--- src/core/strap_pkg.sv ---
// Purpose: Shared constants for the power-up clock ratio strap decoder
// Assumes: AXI4-Lite register access, 32-bit data
// Notes:   Core and memory clock ratios are given as numerator and denominator pairs
package strap_pkg;
  // Register byte offset of the lane power control word
  localparam logic [19:0] LANE_PWR_OFFSET = 20'he0f08;
  // Register byte offset of the strap status word
  localparam logic [19:0] STRAP_STAT_OFFSET = 20'he0f0c;
  // Value after reset of the lane power control field
  localparam logic [7:0] LANE_PWR_RESET = 8'h00;
  // Field positions in the strap status word
  localparam int STAT_PLAT_LSB = 0;
  localparam int STAT_CORE_LSB = 4;
  localparam int STAT_SRDS_BIT = 7;
  localparam int STAT_PLAT_BAD = 8;
  localparam int STAT_CORE_BAD = 9;
  localparam int STAT_CAPT_BIT = 10;
  // Strap synchroniser depth in flip-flops
  localparam int SYNC_STAGES = 3;
  // AXI responses
  localparam logic [1:0] RESP_OKAY   = 2'h0;
  localparam logic [1:0] RESP_SLVERR = 2'h2;
endpackage

--- src/core/axil_if.sv ---
// Purpose: AXI4-Lite signal bundle between the top and its bus slave
// Assumes: 32-bit data, 20-bit byte address
// Notes:   Slave modport drives ready, valid of responses and read data
`timescale 1ns/1ps
`default_nettype none
interface axil_if;
  logic [19:0] awaddr;
  logic        awvalid;
  logic        awready;
  logic [31:0] wdata;
  logic [3:0]  wstrb;
  logic        wvalid;
  logic        wready;
  logic [1:0]  bresp;
  logic        bvalid;
  logic        bready;
  logic [19:0] araddr;
  logic        arvalid;
  logic        arready;
  logic [31:0] rdata;
  logic [1:0]  rresp;
  logic        rvalid;
  logic        rready;
  modport slave (
    input  awaddr, awvalid, wdata, wstrb, wvalid, bready,
    input  araddr, arvalid, rready,
    output awready, wready, bresp, bvalid, arready, rdata, rresp, rvalid
  );
  modport master (
    output awaddr, awvalid, wdata, wstrb, wvalid, bready,
    output araddr, arvalid, rready,
    input  awready, wready, bresp, bvalid, arready, rdata, rresp, rvalid
  );
endinterface
`default_nettype wire

--- src/core/axil_regs.sv ---
// Purpose: AXI4-Lite slave holding lane power control and strap status
// Assumes: One write and one read under way at a time
// Notes:   Unmapped addresses answer SLVERR, reads of them return zero
`timescale 1ns/1ps
`default_nettype none
module axil_regs (
  input  wire logic        clk_in,
  input  wire logic        rst_n_in,
  axil_if.slave            bus,
  input  wire logic [31:0] status_in,
  output logic      [7:0]  lane_pwr_out
);
  logic [19:0] awaddr_r;
  logic        aw_have_r;
  logic [31:0] wdata_r;
  logic [3:0]  wstrb_r;
  logic        w_have_r;
  logic        bvalid_r;
  logic [1:0]  bresp_r;
  logic        rvalid_r;
  logic [1:0]  rresp_r;
  logic [31:0] rdata_r;
  logic [7:0]  lane_pwr_r;

  // Ready while the slot is empty and no response is pending
  assign bus.awready = !aw_have_r && !bvalid_r;
  assign bus.wready  = !w_have_r && !bvalid_r;
  assign bus.arready = !rvalid_r;
  assign bus.bvalid  = bvalid_r;
  assign bus.bresp   = bresp_r;
  assign bus.rvalid  = rvalid_r;
  assign bus.rresp   = rresp_r;
  assign bus.rdata   = rdata_r;
  assign lane_pwr_out = lane_pwr_r;

  // Write address and data capture in either order, then respond
  always_ff @(posedge clk_in) begin
    if (!rst_n_in) begin
      aw_have_r <= 1'b0;
      w_have_r  <= 1'b0;
      awaddr_r  <= '0;
      wdata_r   <= '0;
      wstrb_r   <= '0;
      bvalid_r  <= 1'b0;
      bresp_r   <= strap_pkg::RESP_OKAY;
    end else begin
      if (bus.awvalid && bus.awready) begin
        aw_have_r <= 1'b1;
        awaddr_r  <= bus.awaddr;
      end
      if (bus.wvalid && bus.wready) begin
        w_have_r <= 1'b1;
        wdata_r  <= bus.wdata;
        wstrb_r  <= bus.wstrb;
      end
      if (aw_have_r && w_have_r) begin
        aw_have_r <= 1'b0;
        w_have_r  <= 1'b0;
        bvalid_r  <= 1'b1;
        bresp_r   <= (awaddr_r == strap_pkg::LANE_PWR_OFFSET) ?
                     strap_pkg::RESP_OKAY : strap_pkg::RESP_SLVERR;
      end else if (bvalid_r && bus.bready) begin
        bvalid_r <= 1'b0;
      end
    end
  end

  // Lane power field, byte lane 0 only
  always_ff @(posedge clk_in) begin
    if (!rst_n_in) begin
      lane_pwr_r <= strap_pkg::LANE_PWR_RESET;
    end else if (aw_have_r && w_have_r && wstrb_r[0]
                 && awaddr_r == strap_pkg::LANE_PWR_OFFSET) begin
      lane_pwr_r <= wdata_r[7:0];
    end
  end

  // Read channel, answer one cycle after the address is taken
  always_ff @(posedge clk_in) begin
    if (!rst_n_in) begin
      rvalid_r <= 1'b0;
      rresp_r  <= strap_pkg::RESP_OKAY;
      rdata_r  <= '0;
    end else if (bus.arvalid && bus.arready) begin
      rvalid_r <= 1'b1;
      if (bus.araddr == strap_pkg::LANE_PWR_OFFSET) begin
        rdata_r <= {24'h000000, lane_pwr_r};
        rresp_r <= strap_pkg::RESP_OKAY;
      end else if (bus.araddr == strap_pkg::STRAP_STAT_OFFSET) begin
        rdata_r <= status_in;
        rresp_r <= strap_pkg::RESP_OKAY;
      end else begin
        rdata_r <= '0;
        rresp_r <= strap_pkg::RESP_SLVERR;
      end
    end else if (rvalid_r && bus.rready) begin
      rvalid_r <= 1'b0;
    end
  end
endmodule
`default_nettype wire

--- src/core/strap_decoder.sv ---
// Overview of operation
// - Platform clock ratio over the reference clock comes from four platform straps caught at power-up.
// - Platform codes 0000,0010-0110,1000,1001,1010,1100,1101 give 16,2-6,8,9,10,12,20 to one.
// - Core over platform ratio comes from bus-control, address-latch and gp-line straps at power-up.
// - Core codes 000,001,011,100,101,110,111 give 4:1,9:2,3:2,2:1,5:2,3:1,7:2.
// - On revision 2.0 parts the serial-enable strap can power down the whole transceiver block.
// - The memory bus clock runs at half the platform clock.
//
// Purpose: Decode power-up straps into clock ratios and serial power-down
// Assumes: clk_in is the reference input clock domain; straps are pins
// Notes:   Reserved codes give a zero ratio and raise a flag
//
// Decided for this implementation: the AXI4-Lite register port.
`timescale 1ns/1ps
`default_nettype none
module strap_decoder #(
  parameter bit REV2_PART = 1'b1
) (
  input  wire logic        clk_in,
  input  wire logic        rst_n_in,
  input  wire logic [3:0]  platform_ratio_straps_in,
  input  wire logic        core_ratio_strap_bus_control_in,
  input  wire logic        core_ratio_strap_addr_latch_in,
  input  wire logic        core_ratio_strap_gp_line_in,
  input  wire logic        serial_enable_strap_in,
  input  wire logic [19:0] s_axi_awaddr_in,
  input  wire logic        s_axi_awvalid_in,
  output logic             s_axi_awready_out,
  input  wire logic [31:0] s_axi_wdata_in,
  input  wire logic [3:0]  s_axi_wstrb_in,
  input  wire logic        s_axi_wvalid_in,
  output logic             s_axi_wready_out,
  output logic      [1:0]  s_axi_bresp_out,
  output logic             s_axi_bvalid_out,
  input  wire logic        s_axi_bready_in,
  input  wire logic [19:0] s_axi_araddr_in,
  input  wire logic        s_axi_arvalid_in,
  output logic             s_axi_arready_out,
  output logic      [31:0] s_axi_rdata_out,
  output logic      [1:0]  s_axi_rresp_out,
  output logic             s_axi_rvalid_out,
  input  wire logic        s_axi_rready_in,
  output logic      [4:0]  platform_mult_out,
  output logic      [3:0]  core_mult_num_out,
  output logic      [1:0]  core_mult_den_out,
  output logic      [5:0]  mem_clk_mult_num_out,
  output logic      [1:0]  mem_clk_mult_den_out,
  output logic             platform_code_bad_out,
  output logic             core_code_bad_out,
  output logic             straps_valid_out,
  output logic             serdes_block_pd_out,
  output logic      [7:0]  lane_pd_out
);
  localparam int NSTRAP = 8;
  // Last synchroniser stage and the width of its fill counter
  localparam int LAST   = strap_pkg::SYNC_STAGES - 1;
  localparam int FILL_W = $clog2(strap_pkg::SYNC_STAGES + 1);
  localparam logic [FILL_W-1:0] FILL_FULL = FILL_W'(strap_pkg::SYNC_STAGES);

  logic [NSTRAP-1:0] sync_r [strap_pkg::SYNC_STAGES];
  logic [NSTRAP-1:0] raw;
  logic [3:0]        plat_code_r;
  logic [2:0]        core_code_r;
  logic              srds_r;
  logic              captured_r;
  logic [FILL_W-1:0] fill_r;
  logic [4:0]        plat_mult_r;
  logic [3:0]        core_num_r;
  logic [1:0]        core_den_r;
  logic              plat_bad_r;
  logic              core_bad_r;
  logic [7:0]        lane_pwr;
  logic [31:0]       status;

  axil_if bus ();

  // Platform strap code to multiplier, zero for reserved codes
  function automatic logic [4:0] plat_ratio(input logic [3:0] code);
    unique case (code)
      4'h0:    plat_ratio = 5'h10;
      4'h2:    plat_ratio = 5'h02;
      4'h3:    plat_ratio = 5'h03;
      4'h4:    plat_ratio = 5'h04;
      4'h5:    plat_ratio = 5'h05;
      4'h6:    plat_ratio = 5'h06;
      4'h8:    plat_ratio = 5'h08;
      4'h9:    plat_ratio = 5'h09;
      4'ha:    plat_ratio = 5'h0a;
      4'hc:    plat_ratio = 5'h0c;
      4'hd:    plat_ratio = 5'h14;
      default: plat_ratio = 5'h00;
    endcase
  endfunction

  // Core strap code to numerator and denominator, zero for reserved
  function automatic logic [5:0] core_ratio(input logic [2:0] code);
    unique case (code)
      3'h0:    core_ratio = {4'h4, 2'h1};
      3'h1:    core_ratio = {4'h9, 2'h2};
      3'h3:    core_ratio = {4'h3, 2'h2};
      3'h4:    core_ratio = {4'h2, 2'h1};
      3'h5:    core_ratio = {4'h5, 2'h2};
      3'h6:    core_ratio = {4'h3, 2'h1};
      3'h7:    core_ratio = {4'h7, 2'h2};
      default: core_ratio = {4'h0, 2'h0};
    endcase
  endfunction

  // Straps gathered in one word for the synchroniser
  assign raw = {serial_enable_strap_in,
                core_ratio_strap_bus_control_in,
                core_ratio_strap_addr_latch_in,
                core_ratio_strap_gp_line_in,
                platform_ratio_straps_in};

  // Three-stage synchroniser for the strap pins
  always_ff @(posedge clk_in) begin
    if (!rst_n_in) begin
      for (int i = 0; i < strap_pkg::SYNC_STAGES; i++) begin
        sync_r[i] <= '0;
      end
    end else begin
      sync_r[0] <= raw;
      for (int i = 1; i < strap_pkg::SYNC_STAGES; i++) begin
        sync_r[i] <= sync_r[i-1];
      end
    end
  end

  // Refuse a synchroniser too short to compare two settled stages
  if (strap_pkg::SYNC_STAGES < 2) begin : g_depth_check
    $error("strap synchroniser needs at least two stages");
  end

  // Count edges since release until every stage holds pin values;
  // before that the stages still hold their reset zeros
  always_ff @(posedge clk_in) begin
    if (!rst_n_in) begin
      fill_r <= '0;
    end else if (fill_r != FILL_FULL) begin
      fill_r <= fill_r + 1'b1;
    end
  end

  // One-time capture of straps after reset release
  always_ff @(posedge clk_in) begin
    if (!rst_n_in) begin
      captured_r  <= 1'b0;
      plat_code_r <= '0;
      core_code_r <= '0;
      srds_r      <= 1'b0;
    end else if (!captured_r && fill_r == FILL_FULL
                 && sync_r[LAST-1] == sync_r[LAST]) begin
      captured_r  <= 1'b1;
      plat_code_r <= sync_r[LAST][3:0];
      core_code_r <= sync_r[LAST][6:4];
      srds_r      <= sync_r[LAST][7];
    end
  end

  // Decoded ratios registered from the held codes
  always_ff @(posedge clk_in) begin
    if (!rst_n_in) begin
      plat_mult_r <= '0;
      core_num_r  <= '0;
      core_den_r  <= '0;
      plat_bad_r  <= 1'b0;
      core_bad_r  <= 1'b0;
    end else if (captured_r) begin
      plat_mult_r <= plat_ratio(plat_code_r);
      {core_num_r, core_den_r} <= core_ratio(core_code_r);
      plat_bad_r  <= (plat_ratio(plat_code_r) == 5'h00);
      core_bad_r  <= (core_ratio(core_code_r) == 6'h00);
    end
  end

  // Outputs toward the clock generators
  assign platform_mult_out     = plat_mult_r;
  assign core_mult_num_out     = core_num_r;
  assign core_mult_den_out     = core_den_r;
  // Memory clock is platform over two
  assign mem_clk_mult_num_out  = {1'b0, plat_mult_r};
  assign mem_clk_mult_den_out  = 2'h2;
  assign platform_code_bad_out = plat_bad_r;
  assign core_code_bad_out     = core_bad_r;
  assign straps_valid_out      = captured_r;
  // Block power-down only on revision 2.0 parts
  assign serdes_block_pd_out   = REV2_PART & captured_r & srds_r;
  assign lane_pd_out           = lane_pwr | {8{serdes_block_pd_out}};

  // Status word for software
  always_comb begin
    status = '0;
    status[strap_pkg::STAT_PLAT_LSB +: 4] = plat_code_r;
    status[strap_pkg::STAT_CORE_LSB +: 3] = core_code_r;
    status[strap_pkg::STAT_SRDS_BIT]      = srds_r;
    status[strap_pkg::STAT_PLAT_BAD]      = plat_bad_r;
    status[strap_pkg::STAT_CORE_BAD]      = core_bad_r;
    status[strap_pkg::STAT_CAPT_BIT]      = captured_r;
  end

  // Bus wiring to the register slave
  assign bus.awaddr  = s_axi_awaddr_in;
  assign bus.awvalid = s_axi_awvalid_in;
  assign bus.wdata   = s_axi_wdata_in;
  assign bus.wstrb   = s_axi_wstrb_in;
  assign bus.wvalid  = s_axi_wvalid_in;
  assign bus.bready  = s_axi_bready_in;
  assign bus.araddr  = s_axi_araddr_in;
  assign bus.arvalid = s_axi_arvalid_in;
  assign bus.rready  = s_axi_rready_in;
  assign s_axi_awready_out = bus.awready;
  assign s_axi_wready_out  = bus.wready;
  assign s_axi_bresp_out   = bus.bresp;
  assign s_axi_bvalid_out  = bus.bvalid;
  assign s_axi_arready_out = bus.arready;
  assign s_axi_rdata_out   = bus.rdata;
  assign s_axi_rresp_out   = bus.rresp;
  assign s_axi_rvalid_out  = bus.rvalid;

  axil_regs u_regs (
    .clk_in       (clk_in),
    .rst_n_in     (rst_n_in),
    .bus          (bus),
    .status_in    (status),
    .lane_pwr_out (lane_pwr)
  );
endmodule
`default_nettype wire

--- config.mk ---
export PLATFORM = sky130hd
export DESIGN_NAME = strap_decoder
export DESIGN_NICKNAME = d
export VERILOG_FILES = /design/src/core/strap_pkg.sv /design/src/core/axil_if.sv /design/src/core/axil_regs.sv /design/src/core/strap_decoder.sv
export SDC_FILE = /design/constraint.sdc
export NUM_CORES = 1
export LEC_CHECK = 0
export BUFFER_PORTS_ARGS = -buffer_cell sky130_fd_sc_hd__buf_4
export CORE_MARGIN = 2
export CORE_UTILIZATION = 55
export CTS_CLUSTER_DIAMETER = 200
export DETAILED_ROUTE_END_ITERATION = 12
export PLACE_DENSITY = 0.95
export SETUP_SLACK_MARGIN = 0.02
export SYNTH_ARGS = -nofsm -noshare
export SYNTH_HDL_FRONTEND = slang
export SYNTH_HIERARCHICAL = 1
export SYNTH_SLANG_ARGS = --single-unit
export TNS_END_PERCENT = 50
--- constraint.sdc ---
create_clock -name clk_in -period 4.7 [get_ports clk_in]
set_clock_uncertainty 0.2 [all_clocks]
set_input_delay 1.41 -clock clk_in [delete_from_list [all_inputs] [get_ports clk_in]]
set_output_delay 1.41 -clock clk_in [all_outputs]
set_load 0.02 [all_outputs]
==> results.md <==
* P_leak at roughly 0.0029 uW
* GR Util met2 at 41.09%
* TritonCTS clock tree: built
* Power per Cell Area at ~390 nW/um^2
* Core ar. at 9240 sq um
* Die width at 101.6 um
* Gr usage total at 24.28%
* Most frequent cells in the layout: 142 x nand2_1, 134 x buf_4, 128 x dfxtp_1
* Clock Tree Buf Depth at 2
* Placed insts at a little over 800
* Placed inst area at a little over 6000 sq um
* RSZ-0062 raised after global routing: no
* Post-synth top area cell: dfxtp_1
* Slowest stage cell, crit path: dfxtp_1
* Total number of vias at approximately 4.5k
* Synthesized cell area at ~5200 sq um
* Post-DR wirelength/cell at approximately 14 um
* CTS Buf Count at 17
* Final wirelength at ~12000 um
* DR DRC count at 0
* Max-cap viol count at 0
* Post-route setup slack at slightly below 0.8 ns
* Largest net degree at the start of global routing at between 40 and 50
* Initial core utilization at 56.72%
* GR Overflow Total at 0
* CP required at 3.09 ns
* Synth Flop Type: dfxtp_1
* Initial antenna violation count at 0
* Period utilisation layout at between 80% and 90%
* Die Area at 10330 sq um
* Leading post-synthesis cells by cell area: dfxtp_1 49%, nand2_1 10%, mux2i_1 5.3%
* Startpoint types: flop
* Slew headroom at around 37%
* Htree depth at 4
* Crit path cell chain: nand2_1 > nand2b_1 > buf_4
* Antenna Cells at 0
* Worst slack at placement at 1.326 ns
* Synth warn at 6
* ANT nets after route at 0
* Clock sinks at ~130
* Initial DRC Count at ~190
* Yosys reg bits at approximately 130
* Drt via density at between 5 and 6
* Cell family with most CP delay: flip-flops
* Crit path max fanout at 24
* NumNets Final at 800
* Met1 Usage GRT at approximately 28%
* Share of the synthesized area in the top cell type at 48.89%
* Hold Fails Final Rpt at 0
* FFs w/ async S/R, synth at 0%
* Library cells used by synthesis at 47
* Outcome: completed
* Number of synthesized flops with an enable pin at 0
* Commonest non-fill, non-tap cell in the layout: nand2_1
* First-pass GRT wire length at between 15000 and 20000 um
* Final GP Congestion at between 0.7 and 0.8
* Buf+Inv Stages, Crit Path at 1
* Post-route cell area at around 6800 sq um
* Layout cells sized above 1 at ~28%
* Maximum VDD drop at 0.0002458 V
* Max-slew violations at 0
* Setup tns final at 0 ns
* Vias in the first global route at 4232
* FMAX at 256.0 MHz
* Arr. time, crit path at ~2.3 ns
* Postcts setup bufs at 0
* Die Y at 101.6 um
* Root buffer selected by CTS: clkbuf_8
* CP endpoint kind: primary output
* Grt peak-use layer: met2
* CP peak stage delay at about 0.94 ns
* Slew of the pin with the lowest slew margin at approximately 0.94 ns
* Setup CP Type: reg2out
* Port bufs at between 100 and 150
* IO Count at around 160
* Layout Cells excl Fill at 850
* Sequential element share of the synthesized area at roughly 50%
* Clk slew on worst S/H paths at 0.06 ns
* Drt pass-1 iters at 6
* # hold bufs at CTS at 0
* Row count at 35
* Met3 Resource Use GR at between 4 and 5%
* Syn Inst Count at just under 600
* Post-CTS Resized at 0
* Tmin final at between 3 and 4 ns
* Area Growth Syn to Fin at 29.36%
* HPWL after DPL at between 8000 and 9000 um
* Hold crit path type: reg2reg
* Mapped Avg Cell Area at between 8 and 9 sq um
* # setup viols final at 0
* Skew-Pair Late Insertion Delay at about 0.52 ns
-- logic make-up after synthesis --
family                     after synthesis  share of synthesized area (%)
and+or+nand+nor                        241                          22.89
DFF                                    128                          48.89
AOI/OAI and AO/OA                      115                          14.25
buffers and inverters                   56                          6.326
muxes                                   28                          5.347
xor gates and xnor gates                11                          1.838
other                                    3                         0.2148
adders and majority gates                1                         0.2387
-- synthesized netlist by cell type (9+ instances only) --
| library cell | count |
|---|---|
| dfxtp_1 | 128 |
| buf_6 | 9 |
| nor2b_1 | 11 |
| nor2_1 | 9 |
| nand4_1 | 13 |
| nand2b_1 | 12 |
| o21ai_2 | 30 |
| and2_1 | 29 |
| xnor2_1 | 9 |
| clkbuf_1 | 29 |
| nand2_1 | 142 |
| o21ai_0 | 16 |
| mux2i_1 | 28 |
| buf_4 | 11 |
| a21oi_1 | 51 |
-- per-layer routing --
| metal | up-vias | share of wire (%) | wire [um] |
|---|---|---|---|
| met5 | - | 0 | 0 |
| met4 | 0 | 3.5 | 419 |
| met3 | 38 | 5.3 | 639 |
| met2 | 169 | 50 | 6067 |
| met1 | 2068 | 41 | 4904 |
| li1 | 2180 | - | - |
-- where the power goes --
group	switching, uW	internal (uW)	total [uW]
registers	27.5	1120	1150
clock network	494	793	1290
logic	101	86.7	188
total	623	2000	2620
-- final cells by class --
| type | count | area, sq um |
|---|---|---|
| multi-input cells | 422 | 2436 |
| flip-flops and latches | 128 | 2562 |
| clock inverters | 13 | 153.9 |
| clock buffers | 19 | 441.7 |
| inverters | 5 | 18.77 |
| well taps | 129 | 161.4 |
| fillers | 619 | 2460 |
| repair buffers | 134 | 1006 |
-- registers in the layout (all words and copies together) (netlist names), 2 cells and up, named ones only --
signal / flops
u_regs/bus.rdata: 32
core_mult_den_out: 2
core_code_r: 3
platform_mult_out: 5
core_mult_num_out: 4
sync_r: 24
fill_r: 2
u_regs/awaddr_r: 20
u_regs/wdata_r: 8
u_regs/lane_pwr_out: 8
plat_code_r: 4
-- path summary, 6_finish.rpt --
| check | start | slack [ns] | cells after the start | end |
|---|---|---|---|---|
| max | straps_valid_out$_SDFFE_PN0N_ | 0.79 | 3 | lane_pd_out[6] |
| min | sync_r[0][5]$_SDFF_PN0_ | 0.23 | 1 | sync_r[0][13]$_SDFF_PN0_ |
| max reg2reg | straps_valid_out$_SDFFE_PN0N_ | 2.39 | 3 | core_code_r[1]$_SDFFE_PN0N_ |
| min reg2reg | sync_r[0][5]$_SDFF_PN0_ | 0.23 | 1 | sync_r[0][13]$_SDFF_PN0_ |
-- stage by stage --
stage | hold slack (ns) | utilization (%) | power, uW
floorplan | 0.2119 | - | 1286
global placement | 0.2177 | 66.93 | 1342
detailed placement | 0.2177 | 66.93 | 1355
CTS | 0.2322 | 73.38 | 2638
global route | 0.2392 | 73.38 | 2712
finish | 0.2318 | 73.38 | 2623
(Power assumes the default switching activity.)
